--- src/design/smcg_pkg.sv ---
// Package for the sleep mode clock gating block: modes, states, domain enables, reset values
package smcg_pkg;
	// Sleep mode selection codes
	typedef enum logic [2:0] {
		SMCG_MODE_IDLE = 3'h0,
		SMCG_MODE_ADC_NR = 3'h1,
		SMCG_MODE_PWR_DOWN = 3'h2,
		SMCG_MODE_PWR_SAVE = 3'h3,
		SMCG_MODE_STANDBY = 3'h6,
		SMCG_MODE_EXT_STANDBY = 3'h7
	} smcg_mode_e;

	// Controller states
	typedef enum logic [1:0] {
		SMCG_ST_ACTIVE = 2'h0,
		SMCG_ST_SLEEP = 2'h1
	} smcg_state_e;

	// One enable per clock domain
	typedef struct packed {
		logic cpu;
		logic sram;
		logic timer;
		logic spi;
		logic irq;
		logic adc;
		logic async_tmr;
		logic main_osc;
	} smcg_dom_s;

	localparam smcg_dom_s SMCG_DOM_ALL_ON = 8'hFF;
	localparam smcg_mode_e SMCG_MODE_RST = SMCG_MODE_IDLE;
	localparam logic SMCG_WAKE_RST = 1'b0;
endpackage

--- src/design/smcg_sleep_ctrl.sv ---
// Sleep mode controller gating the core and peripheral clock domains
`timescale 1ns/1ps

// Contract
// - Six distinct sleep modes, any selectable by software.
// - Idle: CPU stopped; SRAM, timers, SPI, interrupts keep clocks.
// - Power-down: oscillator and all functions off until interrupt or reset.
// - Power-save: only asynchronous timer runs, keeping a time base.
// - ADC noise reduction: only ADC and asynchronous timer run; the code also keeps the main oscillator running.
// - Standby: main oscillator keeps running, everything else sleeps.
// - Extended standby: main oscillator and asynchronous timer run.
module smcg_sleep_ctrl (
	input wire logic clk_i, // System clock, 100 MHz
	input wire logic rst_n_i, // Async reset, active low
	input wire logic sleep_req_i, // CPU sleep request pulse
	input wire logic [2:0] sleep_mode_i, // Requested sleep mode code
	input wire logic wake_irq_i, // Wake interrupt, synchronous level
	output smcg_pkg::smcg_dom_s dom_en_o, // Domain clock enables
	output logic sleeping_o, // High while asleep
	output logic mode_err_o // Pulse on unsupported mode code
);

	smcg_pkg::smcg_state_e state_reg, state_next;
	smcg_pkg::smcg_mode_e mode_reg, mode_next;
	smcg_pkg::smcg_dom_s dom_reg, dom_next;
	logic err_reg, err_next;
	logic sleep_reg, sleep_next;

	// Mode code legality check
	function automatic logic mode_ok(input logic [2:0] m);
		case (m)
			3'h0, 3'h1, 3'h2, 3'h3, 3'h6, 3'h7: mode_ok = 1'b1;
			default: mode_ok = 1'b0;
		endcase
	endfunction

	// Domain enables for a sleep mode
	function automatic smcg_pkg::smcg_dom_s mode_doms(input smcg_pkg::smcg_mode_e m);
		smcg_pkg::smcg_dom_s d;
		d = '0;
		unique case (m)
			smcg_pkg::SMCG_MODE_IDLE: begin
				d = smcg_pkg::SMCG_DOM_ALL_ON;
				d.cpu = 1'b0;
			end
			smcg_pkg::SMCG_MODE_ADC_NR: begin
				d.adc = 1'b1;
				d.async_tmr = 1'b1;
				d.main_osc = 1'b1;
			end
			smcg_pkg::SMCG_MODE_PWR_DOWN: d = '0;
			smcg_pkg::SMCG_MODE_PWR_SAVE: d.async_tmr = 1'b1;
			smcg_pkg::SMCG_MODE_STANDBY: d.main_osc = 1'b1;
			smcg_pkg::SMCG_MODE_EXT_STANDBY: begin
				d.main_osc = 1'b1;
				d.async_tmr = 1'b1;
			end
		endcase
		mode_doms = d;
	endfunction

	// Next-state logic: sleep on request, wake on interrupt
	always_comb begin
		state_next = state_reg;
		mode_next = mode_reg;
		dom_next = dom_reg;
		err_next = 1'b0;
		unique case (state_reg)
			smcg_pkg::SMCG_ST_ACTIVE: begin
				if (sleep_req_i && !wake_irq_i) begin
					if (mode_ok(sleep_mode_i)) begin
						mode_next = smcg_pkg::smcg_mode_e'(sleep_mode_i);
						dom_next = mode_doms(smcg_pkg::smcg_mode_e'(sleep_mode_i));
						state_next = smcg_pkg::SMCG_ST_SLEEP;
					end else begin
						err_next = 1'b1;
					end
				end
			end
			smcg_pkg::SMCG_ST_SLEEP: begin
				if (wake_irq_i) begin
					dom_next = smcg_pkg::SMCG_DOM_ALL_ON;
					state_next = smcg_pkg::SMCG_ST_ACTIVE;
				end
			end
			default: begin
				state_next = smcg_pkg::SMCG_ST_ACTIVE;
				dom_next = smcg_pkg::SMCG_DOM_ALL_ON;
			end
		endcase
		sleep_next = (state_next == smcg_pkg::SMCG_ST_SLEEP); // Registered copy of the sleep state
	end

	// State registers; reset gives full activity
	always_ff @(posedge clk_i or negedge rst_n_i) begin
		if (!rst_n_i) begin
			state_reg <= smcg_pkg::SMCG_ST_ACTIVE;
			mode_reg <= smcg_pkg::SMCG_MODE_RST;
			dom_reg <= smcg_pkg::SMCG_DOM_ALL_ON;
			err_reg <= smcg_pkg::SMCG_WAKE_RST;
			sleep_reg <= smcg_pkg::SMCG_WAKE_RST;
		end else begin
			state_reg <= state_next;
			mode_reg <= mode_next;
			dom_reg <= dom_next;
			err_reg <= err_next;
			sleep_reg <= sleep_next;
		end
	end

	// Outputs straight from flip-flops
	assign dom_en_o = dom_reg;
	assign sleeping_o = sleep_reg;
	assign mode_err_o = err_reg;

	// Idle keeps every domain but the CPU
	property p_idle;
		@(posedge clk_i) disable iff (!rst_n_i)
		(state_reg == smcg_pkg::SMCG_ST_ACTIVE && sleep_req_i && !wake_irq_i && sleep_mode_i == 3'h0)
		|=> (dom_en_o == 8'h7F);
	endproperty
	a_idle: assert property (p_idle) else $error("idle enables wrong");

	property p_pdown;
		@(posedge clk_i) disable iff (!rst_n_i)
		(sleeping_o && mode_reg == smcg_pkg::SMCG_MODE_PWR_DOWN) |-> (dom_en_o == 8'h00);
	endproperty
	a_pdown: assert property (p_pdown) else $error("power-down domains active");

	property p_psave;
		@(posedge clk_i) disable iff (!rst_n_i)
		(sleeping_o && mode_reg == smcg_pkg::SMCG_MODE_PWR_SAVE) |-> (dom_en_o == 8'h02);
	endproperty
	a_psave: assert property (p_psave) else $error("power-save enables wrong");

	property p_adcnr;
		@(posedge clk_i) disable iff (!rst_n_i)
		(sleeping_o && mode_reg == smcg_pkg::SMCG_MODE_ADC_NR) |-> (dom_en_o == 8'h07);
	endproperty
	a_adcnr: assert property (p_adcnr) else $error("adc noise mode enables wrong");

	property p_stby;
		@(posedge clk_i) disable iff (!rst_n_i)
		(sleeping_o && mode_reg == smcg_pkg::SMCG_MODE_STANDBY) |-> (dom_en_o == 8'h01);
	endproperty
	a_stby: assert property (p_stby) else $error("standby enables wrong");

	property p_xstby;
		@(posedge clk_i) disable iff (!rst_n_i)
		(sleeping_o && mode_reg == smcg_pkg::SMCG_MODE_EXT_STANDBY) |-> (dom_en_o == 8'h03);
	endproperty
	a_xstby: assert property (p_xstby) else $error("ext standby enables wrong");

	property p_wake;
		@(posedge clk_i) disable iff (!rst_n_i)
		(sleeping_o && wake_irq_i) |=> (!sleeping_o && dom_en_o == 8'hFF);
	endproperty
	a_wake: assert property (p_wake) else $error("wake did not restore domains");

	property p_noreq;
		@(posedge clk_i) disable iff (!rst_n_i)
		(!sleeping_o && !sleep_req_i) |=> !sleeping_o;
	endproperty
	a_noreq: assert property (p_noreq) else $error("sleep without request");

	property p_sel;
		@(posedge clk_i) disable iff (!rst_n_i)
		(!sleeping_o && sleep_req_i && !wake_irq_i && sleep_mode_i == 3'h3)
		|=> (sleeping_o && mode_reg == smcg_pkg::SMCG_MODE_PWR_SAVE);
	endproperty
	a_sel: assert property (p_sel) else $error("mode not selected");

	property p_err;
		@(posedge clk_i) disable iff (!rst_n_i)
		(!sleeping_o && sleep_req_i && !wake_irq_i && sleep_mode_i == 3'h4) |=> (mode_err_o && !sleeping_o);
	endproperty
	a_err: assert property (p_err) else $error("illegal mode not refused");

	// Second unsupported code is refused too
	property p_err5;
		@(posedge clk_i) disable iff (!rst_n_i)
		(!sleeping_o && sleep_req_i && !wake_irq_i && sleep_mode_i == 3'h5) |=> (mode_err_o && !sleeping_o);
	endproperty
	a_err5: assert property (p_err5) else $error("second illegal mode not refused");

	// Any supported code puts the block to sleep without error
	property p_legal;
		@(posedge clk_i) disable iff (!rst_n_i)
		(!sleeping_o && sleep_req_i && !wake_irq_i && sleep_mode_i != 3'h4 && sleep_mode_i != 3'h5)
		|=> (sleeping_o && !mode_err_o);
	endproperty
	a_legal: assert property (p_legal) else $error("legal mode not entered");

	// No error pulse while asleep
	property p_noerr;
		@(posedge clk_i) disable iff (!rst_n_i)
		sleeping_o |-> !mode_err_o;
	endproperty
	a_noerr: assert property (p_noerr) else $error("error pulse while asleep");

	// Every sleep mode stops the CPU clock
	property p_cpu_off;
		@(posedge clk_i) disable iff (!rst_n_i)
		sleeping_o |-> !dom_en_o.cpu;
	endproperty
	a_cpu_off: assert property (p_cpu_off) else $error("cpu clock runs while asleep");

	// Sleep and its enables hold until an interrupt
	property p_hold;
		@(posedge clk_i) disable iff (!rst_n_i)
		(sleeping_o && !wake_irq_i) |=> (sleeping_o && $stable(dom_en_o));
	endproperty
	a_hold: assert property (p_hold) else $error("sleep left without interrupt");

	// Active state keeps every domain clocked
	property p_act_all;
		@(posedge clk_i) disable iff (!rst_n_i)
		!sleeping_o |-> (dom_en_o == 8'hFF);
	endproperty
	a_act_all: assert property (p_act_all) else $error("domain stopped while active");

	// Wake beats a simultaneous request, silently
	property p_mask;
		@(posedge clk_i) disable iff (!rst_n_i)
		(!sleeping_o && sleep_req_i && wake_irq_i) |=> (!sleeping_o && !mode_err_o);
	endproperty
	a_mask: assert property (p_mask) else $error("request with wake not ignored");

endmodule // smcg_sleep_ctrl

--- config.mk ---
export PLATFORM = sky130hd
export DESIGN_NAME = smcg_sleep_ctrl
export DESIGN_NICKNAME = d
export VERILOG_FILES = /design/src/design/smcg_pkg.sv /design/src/design/smcg_sleep_ctrl.sv
export SDC_FILE = /design/constraint.sdc
export NUM_CORES = 1
export LEC_CHECK = 0
export ABC_AREA = 1
export BUFFER_PORTS_ARGS = -buffer_cell sky130_fd_sc_hd__buf_2
export CORE_AREA = 2 2 39 41
export CTS_CLUSTER_SIZE = 16
export DETAILED_ROUTE_END_ITERATION = 8
export DIE_AREA = 0 0 41 43
export PLACE_DENSITY = 0.66
export SYNTH_ARGS = -nofsm -noshare
export SYNTH_HDL_FRONTEND = slang
export SYNTH_SLANG_ARGS = --single-unit
--- constraint.sdc ---
create_clock -name clk_i -period 2.2 [get_ports clk_i]
set_input_delay 0.22 -clock clk_i [delete_from_list [all_inputs] [get_ports clk_i]]
set_output_delay 0.22 -clock clk_i [all_outputs]
set_load 0.1 [all_outputs]
==> results of run 1 <==
[cell type report]
type	count	share of cell area, %
tap	16	3.44
sequential	9	39.8
multi-input combinational	37	32.9
clock buffer	4	4.52
inverter	6	3.87
timing repair buffer	17	15.5
[how the worst max path moves through the flow]
stage | endpoint | slack [ns] | depth (start not counted)
after floorplan | dom_en_o[4] | 0.73 | 1
after global placement | dom_en_o[3] | 1.03 | 1
after detailed placement | dom_en_o[5] | 1.02 | 1
after CTS | dom_en_o[5] | 0.73 | 1
after global routing | dom_en_o[4] | 0.69 | 1
final | dom_en_o[3] | 0.74 | 1
[cells in the mapped netlist]
library cell	n
conb_1	1
inv_1	4
dfrtp_1	4
ha_1	2
nand3_2	2
nor2_4	1
nand2_2	1
nand3_1	5
inv_2	2
nand2_1	20
buf_4	3
nor2_1	2
dfstp_2	5
nand3b_1	1
o21ai_1	2
[kinds of logic after synthesis]
| group | Yosys count | share of synthesized area [%] |
|---|---|---|
| AND/OR/NAND/NOR | 32 | 32.6 |
| buffers and inverters | 9 | 9.62 |
| flip-flops | 9 | 49.5 |
| adder cells (fa/ha/maj) | 2 | 5.35 |
| AO/OA/AOI/OAI | 2 | 2.14 |
| other | 1 | 0.801 |
[metal layers]
metal	vias to the layer above	part of all wire (%)	wire length, um	GRT usage, %
li1	203	-	-	-
met1	160	45	342	16.9
met2	14	42	320	15.3
met3	4	5.6	43	3.14
met4	0	7.7	59	18.0
met5	-	0	0	0
[stage by stage]
stage	cells	setup WS (ns)	util, %	instance area [sq um]	hold WS [ns]
CTS	89	0.731	42.0	582	0.215
detailed placement	84	1.02	39.4	546	0.0823
floorplan	55	0.733	-	468	-0.0756
global placement	84	1.03	39.4	546	0.0795
global route	89	0.688	42.0	582	0.225
finish	89	0.742	42.0	582	0.220
[layout by cell type, fill, tap and decap left out, drive strengths merged]
| cell | n |
|---|---|
| dfstp | 5 |
| ha | 2 |
| nand3b | 1 |
| nor2 | 3 |
| buf | 16 |
| nand2 | 21 |
| conb | 1 |
| nand3 | 7 |
| dfrtp | 4 |
| clkbuf | 4 |
| inv | 6 |
| dlygate4sd3 | 1 |
| o21ai | 2 |
[power groups by stage]
stage,Sequential (mW),Combinational [mW],Clock (mW)
final,0.202,0.249,0.126
after global routing,0.205,0.265,0.141
after CTS,0.202,0.252,0.132
after detailed placement,0.205,0.250,0
after global placement,0.203,0.250,0
after floorplan,0.317,0.114,0
==> results.md, run 1 <==
* Worst EP arrival at ~1.2 ns
* Largest net degree at the start of global routing at 10
* Std-Cell Core Area at roughly 1400 sq um
* Multi-input logic area at roughly 190 sq um
* Post-CTS resize count at 0
* Area grow syn2layout at 24.3%
* WHS Path Cells at 3
* Worst Hold Class: primary input to flop
* Hold Vio Cnt, Final at 0
* Post-CTS Setup Repair Bufs at 0
* Drt total wl at approximately 770 um
* Synth warn at 0
* Top cells by area, synth: dfstp_2 28%, dfrtp_1 21%, nand2_1 16%
* Overall Global Routing Usage at around 13%
* Crit path from: dom_en_o[6]
* Switching share of power at between 40% and 50%
* Worst R2R Path Depth at 5
* Detail Route Antenna Nets at 0
* Final Setup Violations at 0
* Max-Cap Viols at 0
* IO Count at 17
* Worst Path Required at between 1.5 and 2 ns
* Rows at 14
* Register bit total from synthesis at 9
* WS Path Type: flop to output pin
* Number of global-route vias before repair at 353
* Routed via count at roughly 380
* FF-to-FF End: dom_en_o[6]
* P_leak at 0.325 nW
* Critical Path Slowest Stage Cell: dfstp_2
* Final nets at 83
* Fraction of layout cells with a size suffix above 1 at between 40% and 50%
* Routability cong. at between 0.7 and 0.8
* Clk buf depth at 2
* H-tree levels at 1
* Ant. Diodes at 0
* Cells after synthesis at 55
* Reg2Reg Launch Point: state_reg[1]
* Die Span X at a little over 40 um
* Port Buffers at 16
* Clock slew at reported path FFs at approximately 0.06 ns
* Initial antenna violation count at 0
* Count of cell types in the netlist at 15
* Hold EP: mode_err_o
* DR vias/cell at roughly 4.3
* Net Switching at 0.280 mW
* Mean Syn Cell Area at roughly 8.5 sq um
* WP buf/inv at 1
* Clk_skew at between 0.0004 and 0.0005 ns
* Design Power at 0.578 mW
* Die height at 43 um
* Initial cell density of the core at 33.8%
* Cell Area, Synth at about 470 sq um
* Fmax at between 600 and 700 MHz
* GRT Residual Overflow at 0
* CP startpoint kind: flop
* Die Area at between 1500 and 2000 sq um
* Max IR drop VDD at approximately 0.3 mV
* Outcome: completed
* Largest fanout on the critical path at 5
* Pwr dens at 993 nW/um^2
* Setup crit end kind: output pin
* Drt pass-1 iters at 4
* Crit-path cells: buf_2
* Fillers at between 100 and 150
* CTS Sinks at 9
* Final Cycle Share at approximately 66%
* Comb pwr share at around 43%
* Internal at 0.298 mW
* Reg power frac at 34.9%
* R2r setup slk at 1.20 ns
* Clk_lat worst skew at approximately 0.26 ns
* RSZ-0062 raised after global routing: no
* Seq/Total Area, Yosys at between 40% and 50%
* Max reg flops at 5
* Mapped Nets at between 60 and 70
* TNS Setup at 0 ns
* Clk root buf: clkbuf_4
* Clock Power Share at between 20 and 25%
* Detailed Route Iter0 Violations at 4
* Post-CTS Hold Buffers at 1
* First-pass GRT wire length at 1470 um
* Critical Path Max Stage Delay at about 0.55 ns
* Residual DRC count at 0
* Clock buffer count from CTS at 3
* Min-delay src: sleep_req_i
* Top delay family on crit path: flip-flops
* Max Transition Viols Final at 0
* Routed length per placed instance at 8.60 um
* Yosys top cell by area: dfstp_2
* Crit path time final at 1.46 ns
* CTS tree: yes
* Top cell type's share of synthesized area at 28.1%
* Register area at approximately 230 sq um
(Power assumes the default switching activity.)
==> inputs of run 2 (changes only) <==
--- a/config.mk
+++ b/config.mk
@@ -11,7 +11,7 @@
 export CTS_CLUSTER_SIZE = 16
 export DETAILED_ROUTE_END_ITERATION = 8
 export DIE_AREA = 0 0 41 43
-export PLACE_DENSITY = 0.66
+export PLACE_DENSITY = 0.68
 export SYNTH_ARGS = -nofsm -noshare
 export SYNTH_HDL_FRONTEND = slang
 export SYNTH_SLANG_ARGS = --single-unit
==> constraint.sdc (replaced) <==
create_clock -name clk_i -period 1.21 [get_ports clk_i]
set_input_delay 0.121 -clock clk_i [delete_from_list [all_inputs] [get_ports clk_i]]
set_output_delay 0.121 -clock clk_i [all_outputs]
set_load 0.1 [all_outputs]
==> run 2 against run 1 <==
- flip-flop and latch count unchanged
- via count up 5.8%
- wire length increased by 14%
- largest cell class unchanged
- the run now ends with setup timing left
- highest routed layer unchanged
- total power is 110% higher
- register-to-register slack lost 0.99 ns
- critical path type unchanged
==> results.md, run 2 (synthesized netlist as in run 1, its figures left out) <==
* Outcome: complete, but fails checks
* Failing checks: setup timing
* Crit-path cells: buf_12
* Final Cycle Share at 104%
* Crit path time final at approximately 1.3 ns
* Cell count after placement at 84
* Ant. Diodes at 0
* Fmax at between 700 and 800 MHz
* Worst EP arrival at about 1.1 ns
* WS Path Type: flop to output pin
* Cell depth of the worst setup path at 1
* Overall Global Routing Usage at between 10% and 20%
* Critical Path Max Stage Delay at between 0.6 and 0.7 ns
* Die Span X at 41 um
* Critical Path Slowest Stage Cell: dfstp_4
* Clock slew at reported path FFs at ~0.060 ns
* Std-Cell Core Area at about 1400 sq um
* WP buf/inv at 1
* Die Area at between 1500 and 2000 sq um
* Area grow syn2layout at 50.8%
* Reg2Reg Launch Point: state_reg[1]
* Most frequent cells in the layout: 20 x nand2_1, 8 x buf_2, 8 x buf_12
* Initial cell density of the core at about a third
* Max Transition Viols Final at 0
* CP startpoint kind: flop
* Largest net degree at the start of global routing at 10
* Detailed Route Iter0 Violations at 6
* Max reg flops at 5
* Top delay family on crit path: flip-flops
* Routed length per placed instance at around 9.8 um
* R2r setup slk at roughly 0.21 ns
* Largest fanout on the critical path at 5
* Critical Path Sink: dom_en_o[5]
* IO Count at 17
* Port Buffers at 16
* Die height at between 40 and 50 um
* Fraction of layout cells with a size suffix above 1 at around 41%
* DP Wirelength at roughly 700 um
* Setup crit end kind: output pin
* Max IR drop VDD at 0.694 mV
* Finished Layout Cells at roughly 90
* Clk buf depth at 2
* H-tree levels at 1
* Crit path from: dom_en_o[6]
* FF-to-FF End: dom_en_o[1]
* Commonest non-fill, non-tap cell in the layout: nand2_1
* Initial antenna violation count at 0
* Rows at 14
* Drt pass-1 iters at 6
* GRT Residual Overflow at 0
* RSZ-0062 raised after global routing: yes
* Final Setup Violations at 4
* Setup ws final at -0.0522 ns
* Pwr dens at 1730 nW/um^2
* Core Util, Final at 51.0%
* Clk_skew at roughly 0.0045 ns
* Worst Hold Class: primary input to flop
* Post-CTS resize count at 0
* Number of global-route vias before repair at approximately 380
* Fillers at roughly 120
* Final nets at 83
* Detail Route Antenna Nets at 0
* Clk_lat worst skew at between 0.2 and 0.3 ns
* Routed via count at 403
* Worst R2R Path Depth at 5
* Drt total wl at between 800 and 900 um
* Post-CTS Setup Repair Bufs at 0
* CTS tree: yes
* Clock buffer count from CTS at 3
* Residual DRC count at 0
* Hold Vio Cnt, Final at 0
* Max-Cap Viols at 0
* Worst Path Required at roughly 1.1 ns
* DR vias/cell at approximately 4.5
* P_leak at about 0.37 nW
* Routability cong. at between 0.7 and 0.8
* First-pass GRT wire length at between 1000 and 1500 um
* CTS Sinks at 9
* Clk root buf: clkbuf_4
==> run 2: cell counts in the layout (fill, tap and decap cells not counted) <==
Identical to the previous run, type by type.
==> run 2: repair_timing <==
| action | CTS | global route |
|---|---|---|
| hold buffers | 1 | 0 |
| endpoints found under the setup margin | 4 | 4 |
| gates cloned | 0 | 0 |
| hold endpoints to repair | 9 | 0 |
| pin swaps | 0 | 0 |
==> run 2: final cells by class <==
cell class / instances / area [sq um] / share of cell area, %
clock buffer: 4 / 26.3 / 3.72
sequential: 9 / 235 / 33.3
timing repair buffer: 17 / 210 / 29.8
multi-input combinational: 37 / 191 / 27.1
tap: 16 / 20.0 / 2.84
inverter: 6 / 22.5 / 3.19
==> run 2: report_power, final <==
| group | internal, mW | switching, mW | total, mW |
|---|---|---|---|
| clock network | 0.128 | 0.113 | 0.240 |
| registers | 0.354 | 0.0432 | 0.397 |
| logic | 0.192 | 0.392 | 0.584 |
| total | 0.674 | 0.548 | 1.22 |
==> run 2: worst min path at each step <==
stage                            from            to  slack (ns)  cells after the start
final                     sleep_req_i    mode_err_o        0.12                      3
after detailed placement      rst_n_i  state_reg[1]       -0.02                      1
after floorplan               rst_n_i    mode_err_o       -0.17                      0
after global placement        rst_n_i  state_reg[1]       -0.02                      1
after global routing      sleep_req_i    mode_err_o        0.13                      3
after CTS                 sleep_req_i    mode_err_o        0.12                      3
==> run 2: routing by layer <==
metal | global-route usage [%] | vias up | share of wire [%]
met5 | 0 | - | 0
met4 | 12.7 | 0 | 3.6
met3 | 6.81 | 4 | 5.8
met2 | 17.5 | 18 | 48
met1 | 14.1 | 176 | 43
li1 | - | 205 | -
==> run 2: per-stage QoR <==
stage | hold slack, ns | setup slack (ns) | power [mW] | instance area, sq um | setup TNS [ns]
floorplan | -0.175 | -0.0387 | 0.788 | 472 | -0.116
finish | 0.120 | -0.0522 | 1.22 | 706 | -0.209
CTS | 0.122 | -0.0541 | 1.22 | 706 | -0.215
global placement | -0.0228 | 0.178 | 0.980 | 669 | 0
global route | 0.131 | -0.0823 | 1.28 | 706 | -0.326
detailed placement | -0.0211 | 0.101 | 0.986 | 669 | 0
